--- config.mk ---
export PLATFORM = sky130hd
export DESIGN_NAME = reset_mode_select
export DESIGN_NICKNAME = d
export VERILOG_FILES = /design/src/reset_mode_pkg.sv /design/src/reset_mode_select.sv
export SDC_FILE = /design/constraint.sdc
export NUM_CORES = 1
export LEC_CHECK = 0
export ABC_AREA = 1
export CORE_AREA = 2 2 138 73
export DETAILED_ROUTE_END_ITERATION = 10
export DIE_AREA = 0 0 140 75
export DONT_BUFFER_PORTS = 1
export GPL_TIMING_DRIVEN = 0
export SLEW_MARGIN = 15
export SYNTH_ARGS = -nofsm -noshare
export SYNTH_HDL_FRONTEND = slang
export SYNTH_SLANG_ARGS = --single-unit
--- constraint.sdc ---
create_clock -name clk -period 3.6 [get_ports clk]
set_input_delay 0.18 -clock clk [delete_from_list [all_inputs] [get_ports clk]]
set_output_delay 0.18 -clock clk [all_outputs]
set_load 0.02 [all_outputs]
--- src/reset_mode_pkg.sv ---
`default_nettype none
package reset_mode_pkg;
  // ----------------------------------------
  // mode selection and address map
  // ----------------------------------------
  localparam logic [15:0] SELF_CHECK_START = 16'h3f00;
  localparam logic [15:0] SELF_CHECK_END = 16'h3fdf;
  localparam logic [15:0] USER_MEM_START = 16'h2000;
  localparam logic [15:0] USER_MEM_END = 16'h3eff;
  localparam logic [15:0] USER_VECTOR_DEFAULT = 16'h2000;
  localparam int STRAP_LATCH_CYCLES = 2;
  localparam logic [1:0] STRAP_LATCH_LAST = 2'h1;
  // ----------------------------------------
  // timing counts (10 MHz clock)
  // ----------------------------------------
  localparam int CLK_PERIOD_NS = 100;
  localparam int POR_HOLD_CYCLES = 4064;
  localparam int WATCHDOG_TIMEOUT_CYCLES = 114688;
  localparam int WATCHDOG_PULSE_CYCLES = 2;
  localparam logic [1:0] WATCHDOG_PULSE_LAST = 2'h1;
  localparam logic [7:0] LED_ALL_OFF = 8'hff;
  localparam int LED_FLASH_BIT = 20;

  typedef enum logic [1:0] {
    MODE_UNSET,
    MODE_USER,
    MODE_SELF_CHECK,
    MODE_BOOTSTRAP
  } op_mode_t;

  typedef enum logic [1:0] {
    ST_SAMPLE,
    ST_RUN,
    ST_DOG_RESET
  } seq_state_t;
endpackage
`default_nettype wire

--- src/reset_mode_select.sv ---
`default_nettype none
module reset_mode_select
  import reset_mode_pkg::*;
#(
  parameter int WatchdogCycles = WATCHDOG_TIMEOUT_CYCLES,
  parameter bit Programmable = 1'b1
) (
  input wire logic clk,
  input wire logic reset_n,
  input wire logic irqElevated,
  input wire logic modeStrapPin,
  input wire logic watchdogService,
  input wire logic waitActive,
  input wire logic waitEntered,
  input wire logic [2:0] selfCheckFault,
  input wire logic selfCheckPass,
  input wire logic [7:0] userPortOut,
  input wire logic [15:0] progAddr,
  output logic [1:0] opMode,
  output logic modeValid,
  output logic [15:0] startVector,
  output logic selfCheckRestart,
  output logic [7:0] ledPort,
  output logic strapIsPort,
  output logic progAddrOk,
  output logic clearIrqMask,
  output logic deviceReset
);

  // ----------------------------------------
  // state record
  // ----------------------------------------
  // every flop of the block lives in this one record
  typedef struct packed {
    seq_state_t state;
    logic [1:0] sampleCnt;
    logic irqSeen;
    op_mode_t mode;
    logic modeValid;
    logic [16:0] dogCnt;
    logic [1:0] pulseCnt;
    logic deviceReset;
    logic [15:0] startVector;
    logic [7:0] led;
    logic [LED_FLASH_BIT:0] flashCnt;
    logic clearMask;
    logic restart;
  } regs_t;

  // current and next copy of the record
  regs_t stateReg;
  regs_t stateNext;

  // ----------------------------------------
  // helper functions
  // ----------------------------------------
  // inclusive address window compare
  function automatic logic inRange(input logic [15:0] a, input logic [15:0] lo,
                                   input logic [15:0] hi);
    inRange = (a >= lo) && (a <= hi);
  endfunction

  // mode chosen from the irq level seen in the sampling window and the strap level at the latch cycle;
  // a part without programmable memory has nothing to bootstrap
  function automatic op_mode_t pickMode(input logic irqHigh, input logic strapHigh);
    if (!irqHigh) begin
      pickMode = MODE_USER;
    end else if (Programmable && strapHigh) begin
      pickMode = MODE_BOOTSTRAP;
    end else begin
      pickMode = MODE_SELF_CHECK;
    end
  endfunction

  // first fetch address for each mode
  function automatic logic [15:0] vectorFor(input op_mode_t m);
    case (m)
      MODE_SELF_CHECK: vectorFor = SELF_CHECK_START;
      MODE_BOOTSTRAP: vectorFor = USER_MEM_START;
      MODE_USER: vectorFor = USER_VECTOR_DEFAULT;
      default: vectorFor = 16'h0000;
    endcase
  endfunction

  // power-up value of every field, led port dark
  function automatic regs_t resetValue();
    resetValue = '0;
    resetValue.state = ST_SAMPLE;
    resetValue.mode = MODE_UNSET;
    resetValue.led = LED_ALL_OFF;
  endfunction

  // ----------------------------------------
  // constants
  // ----------------------------------------
  // one shared reset image keeps the async branch constant-only
  localparam regs_t REGS_RESET = resetValue();
  // counter compare value; a short count shrinks the watchdog in sim
  localparam logic [16:0] DOG_LAST = 17'(WatchdogCycles - 1);
  // step for the flash divider, sized to it
  localparam logic [LED_FLASH_BIT:0] FLASH_STEP = {{LED_FLASH_BIT{1'b0}}, 1'b1};

  // ----------------------------------------
  // next-state logic
  // ----------------------------------------
  // sample: two cycles of pin sampling after release
  // run: mode frozen, watchdog counting, led port driven
  // dog reset: stretched reset pulse, then back to sample
  // the whole record but clearMask is loaded from the reset image on the way back, so a watchdog
  // reset looks like a pin reset to the rest of the chip, clearIrqMask aside
  // a mask clear request is never dropped, whatever the state
  always_comb begin
    stateNext = stateReg;
    stateNext.restart = 1'b0;
    stateNext.clearMask = waitEntered;
    case (stateReg.state)
      ST_SAMPLE: begin
        // irq level must be seen on the sampling cycles, see board hold time
        stateNext.irqSeen = stateReg.irqSeen | irqElevated;
        // the count runs 0 then 1; the second edge closes the window
        stateNext.sampleCnt = stateReg.sampleCnt + 2'h1;
        if (stateReg.sampleCnt == STRAP_LATCH_LAST) begin
          stateNext.state = ST_RUN;
          stateNext.modeValid = 1'b1;
          // strap sampled once here only, later toggles are ignored
          stateNext.mode = pickMode(stateReg.irqSeen | irqElevated, modeStrapPin);
          stateNext.startVector = vectorFor(stateNext.mode);
        end
      end
      ST_RUN: begin
        // the watchdog counts in every run cycle, wait included, and no
        // input can stop it; only a service pulse brings it back to zero,
        // which is why waitActive is not read anywhere here
        if (watchdogService) begin
          stateNext.dogCnt = '0;
        end else if (stateReg.dogCnt == DOG_LAST) begin
          stateNext.state = ST_DOG_RESET;
          stateNext.deviceReset = 1'b1;
          stateNext.pulseCnt = '0;
        end else begin
          stateNext.dogCnt = stateReg.dogCnt + 17'h1;
        end
        // mode is frozen in this state until reset
        if (stateReg.mode == MODE_SELF_CHECK) begin
          // free-running divider, its top bit sets the blink rate
          stateNext.flashCnt = stateReg.flashCnt + FLASH_STEP;
          if (selfCheckFault != 3'h0) begin
            stateNext.led = {5'h1f, ~selfCheckFault};
          end else begin
            stateNext.led = {8{stateReg.flashCnt[LED_FLASH_BIT]}};
          end
          stateNext.restart = selfCheckPass && (selfCheckFault == 3'h0);
        end else begin
          stateNext.led = userPortOut;
        end
      end
      ST_DOG_RESET: begin
        // stretch the reset pulse, then restart the whole sequence
        stateNext.pulseCnt = stateReg.pulseCnt + 2'h1;
        if (stateReg.pulseCnt == WATCHDOG_PULSE_LAST) begin
          // same image as a pin reset, so the strap pins are sampled again
          stateNext = REGS_RESET;
          // a wait entered on this very cycle must still drop the mask
          stateNext.clearMask = waitEntered;
        end
      end
      default: begin
        stateNext.state = ST_SAMPLE;
      end
    endcase
  end

  // ----------------------------------------
  // state register
  // ----------------------------------------
  // only register of the block; async clear from the reset pin
  always_ff @(posedge clk or negedge reset_n) begin
    if (!reset_n) begin
      stateReg <= REGS_RESET;
    end else begin
      stateReg <= stateNext;
    end
  end

  // ----------------------------------------
  // outputs
  // ----------------------------------------
  // mode outcome, all straight from flops
  assign opMode = stateReg.mode;
  assign modeValid = stateReg.modeValid;
  assign startVector = stateReg.startVector;
  // self-check reporting
  assign selfCheckRestart = stateReg.restart;
  assign ledPort = stateReg.led;
  // the strap goes back to port use as soon as the mode is fixed
  assign strapIsPort = stateReg.modeValid;
  // memory window opens for programming only in bootstrap;
  // combinational, so the address must be steady when it is used
  assign progAddrOk = (stateReg.mode == MODE_BOOTSTRAP) &&
                      inRange(progAddr, USER_MEM_START, USER_MEM_END);
  // processor side controls
  assign clearIrqMask = stateReg.clearMask;
  assign deviceReset = stateReg.deviceReset;

endmodule
`default_nettype wire

==> metrics.csv <==
stage;metric;value;unit
critical_path;Critical Path, Cell by Cell;ha_1 -> nand3_1 -> inv_1 -> nand2_2 -> nor2_4 -> nand2_4 -> nand2_4 -> buf_6 -> nand3_1 -> o21ai_0;
synthesis;top cell type's share of synthesized area;37.1;%
finish;synth-to-layout area growth;17.9;%
place;placed standard-cell area;3690;sq um
sta;setup_tns;0;ns
sta;Clock Skew;0.0110;ns
clock_tree;Inserted Clock Buffers;9;
power;total power;1.92;mW
grt;gr ovfl total;0;
clock_tree;clock latency on the worst-skew pair;0.33;ns
critical_path;Crit path required time;3.85;ns
synthesis;Yosys cell types;34;
clock_tree;CTS sink count;60;
synthesis;flops & latches, synth;60;
sta;Fmax achieved;562;MHz
place;DP HPWL;6160;microns
sta;Pins Over Slew Limit;0;
run_status;status;finished, violations left;
synthesis;asr flop ratio synth;100;%
synthesis;yosys warns;0;
critical_path;WP depth;10;
floorplan;DIE AREA;10500;sq um
finish;final std cells w/o fill;620;
synthesis;Synth area leader;dfrtp_1;
sta;RSZ-0062 raised after global routing;no;
critical_path;Slowest-stage cell, CP;dfrtp_1;
finish;share of cells above drive strength 1;14.4;%
power;VDD IR max;0.261;mV
synthesis;synthesized area;3510;sq um
place;Port Buf Inserts;0;
synthesis;Commonest cells post-synth;nand2_1, nor2_1, dfrtp_1, inv_1, nand3_1;
hold_path;Hold WC Path Type;in -> reg;
floorplan;Die Span Y;75;microns
place;routability cong.;0.891;
sta;final setup violation count;0;
clock_tree;CTS max path bufs;2;
finish;post-route cell area;4140;sq um
clock_tree;Worst-path clk slew;0.06;ns
sta;final hold viol count;0;
grt;largest net degree at the start of global routing;61;
floorplan;FP Rows;25;
detailed_routing;drt total wl;8590;microns
synthesis;Synth Flop Type;dfrtp_1;
clock_tree;clk root buf;clkbuf_16;
synthesis;number of synthesized flops with an enable pin;0;
critical_path;peak per-stage delay on the critical path;0.38;ns
sta;fin crit share;49.4;%
detailed_routing;Routed Antenna Nets;0;
finish;filler cell count in the final layout;911;
power;LEAKAGE;1.91;nW
place;Cells after DPL;593;
finish;# nets final;532;
critical_path;r2r worst-path depth;10;
floorplan;Core ar.;9230;sq um
grt;GRT Total Usage;17.3;%
detailed_routing;drt pass-1 iters;9;
synthesis;synth top area cells;dfrtp_1, nand2_1, nor2_1;
synthesis;register area share after synthesis;43.1;%
flow_run;maxcap violations;0;
detailed_routing;DR vias;3105;
grt;initial antenna violation count;0;
synthesis;top-count cell post-synth;nand2_1;
critical_path;WP buf/inv;2;
sta;worst-margin pin slew;0.904;ns
critical_path;CP top delay family;simple AND/OR/NAND/NOR gates;
detailed_routing;wire length per cell;13.9;microns
grt;number of global-route vias before repair;2708;
critical_path;crit-path max FO;10;
critical_path;Worst setup SP type;flip-flop;
floorplan;I/O pin count;67;
critical_path;Setup crit end kind;flip-flop;
run_status;failing checks;design-rule violations;
detailed_routing;DRT iter0 DRCs;311;
grt;first-pass GRT wire length;14000;microns
finish;Ant. Diodes;0;
floorplan;Initial Util;38.0;%
detailed_routing;via/cell ratio;5.01;
synthesis;Post-Syn Area per Cell;7.58;sq um
floorplan;Die X;140;microns
sta;min Tclk post-route;1.78;ns
sta;relative slew slack;39.2;%
hold_path;Worst Hold Depth;3;
clock_tree;H-tree depth;3;
synthesis;Synth Instances;463;
detailed_routing;DR DRC count;11;
clock_tree;CTS tree;done;
critical_path;Worst Path Arrival;2.02;ns
power;Power Density;464;nW/um^2
critical_path;critical path type;reg -> reg;
[worst register-to-register path, delay by kind of cell (launching register included)]
kind	cells	cell delay [ns]
adders and majority gates	1	0.22
AOI/OAI and AO/OA	1	0.10
buffers and inverters	2	0.26
DFF	1	0.38
and+or+nand+nor	6	0.74
[placed cells by master (no fill, tap or decap), drive strengths merged]
| cell type | count |
|---|---|
| a21oi | 9 |
| a22o | 1 |
| a31oi | 7 |
| and3 | 1 |
| buf | 33 |
| bufinv | 1 |
| clkbuf | 17 |
| clkinvlp | 2 |
| conb | 10 |
| dfrtp | 52 |
| dfstp | 8 |
| dlygate4sd3 | 10 |
| ha | 3 |
| inv | 46 |
| nand2 | 119 |
| nand3 | 36 |
| nand4 | 18 |
| nor2 | 68 |
| nor3 | 1 |
| nor3b | 1 |
| nor4 | 1 |
| o21ai | 33 |
| o21bai | 4 |
| o22ai | 3 |
| o31ai | 1 |
| or2 | 2 |
| xnor2 | 4 |
| xor2 | 8 |
[flip-flops by register name, summed over array words and instances (netlist names)]
name / cells
opMode: 2
stateReg: 45
startVector: 1
modeValid: 1
ledPort: 8
deviceReset: 1
clearIrqMask: 1
selfCheckRestart: 1
[stage by stage]
stage	util, %	setup WS, ns	hold slack (ns)
global placement	40.0	1.82	-0.113
floorplan	-	2.10	-0.116
CTS	44.8	1.79	0.00163
detailed placement	40.0	1.81	-0.113
finish	44.8	1.82	0.00496
global route	44.8	1.61	0.0244
[worst paths after layout]
kind,from,end,slack (ns)
worst max-delay path,stateReg[50],stateReg[60],1.82
worst min-delay path,selfCheckFault[2],ledPort[2],0.005
worst max register to register,stateReg[50],stateReg[60],1.82
worst min register to register,stateReg[70],stateReg[70],0.49
max in group asynchronous,reset_n,ledPort[0],2.91
min in group asynchronous,reset_n,stateReg[57],0.38
[timing repair]
| item | in CTS | in global routing |
|---|---|---|
| hold buffers | 11 | 0 |
| hold endpoints to repair | 69 | 0 |
| resized for setup | 0 | 0 |
| buffers inserted | 0 | 0 |
[cell type report]
cell class                      count  area, sq um  area share [%]
Multi-Input combinational cell    330         1610            38.8
Sequential cell                    60         1510            36.5
Clock buffer                       13          270            6.53
Buffer                             36          251            6.08
Inverter                           46          173            4.17
Tap cell                          121          151            3.66
Timing Repair Buffer               11          128            3.09
Clock inverter                      3         45.0            1.09
[metal layers]
metal / GRT usage, % / vias up / share of wire [%] / wire [microns]
met5: 0 / - / 0 / 0
met1: 27.4 / 1442 / 52 / 4510
li1: - / 1527 / - / -
met3: 5.34 / 5 / 9.4 / 812
met4: 3.70 / 0 / 0.42 / 36
met2: 22.5 / 131 / 38 / 3240
[cell families after synthesis]
| kind of cell | share of synthesized area (%) |
|---|---|
| AND/OR/NAND/NOR | 31.6 |
| buffers and inverters | 12.1 |
| flip-flops | 43.1 |
| AO/OA/AOI/OAI | 9.09 |
| XOR/XNOR | 3.00 |
| adder cells (fa/ha/maj) | 1.07 |
| other | 0.107 |
[power by group]
part / total [mW] / internal (mW) / switching [mW] / leakage, nW
combinational: 0.231 / 0.0835 / 0.147 / 1.00
sequential: 0.779 / 0.727 / 0.0517 / 0.755
clock: 0.909 / 0.592 / 0.316 / 0.148
total: 1.92 / 1.40 / 0.515 / 1.91
Note: power is estimated with default switching activity, not from simulation.
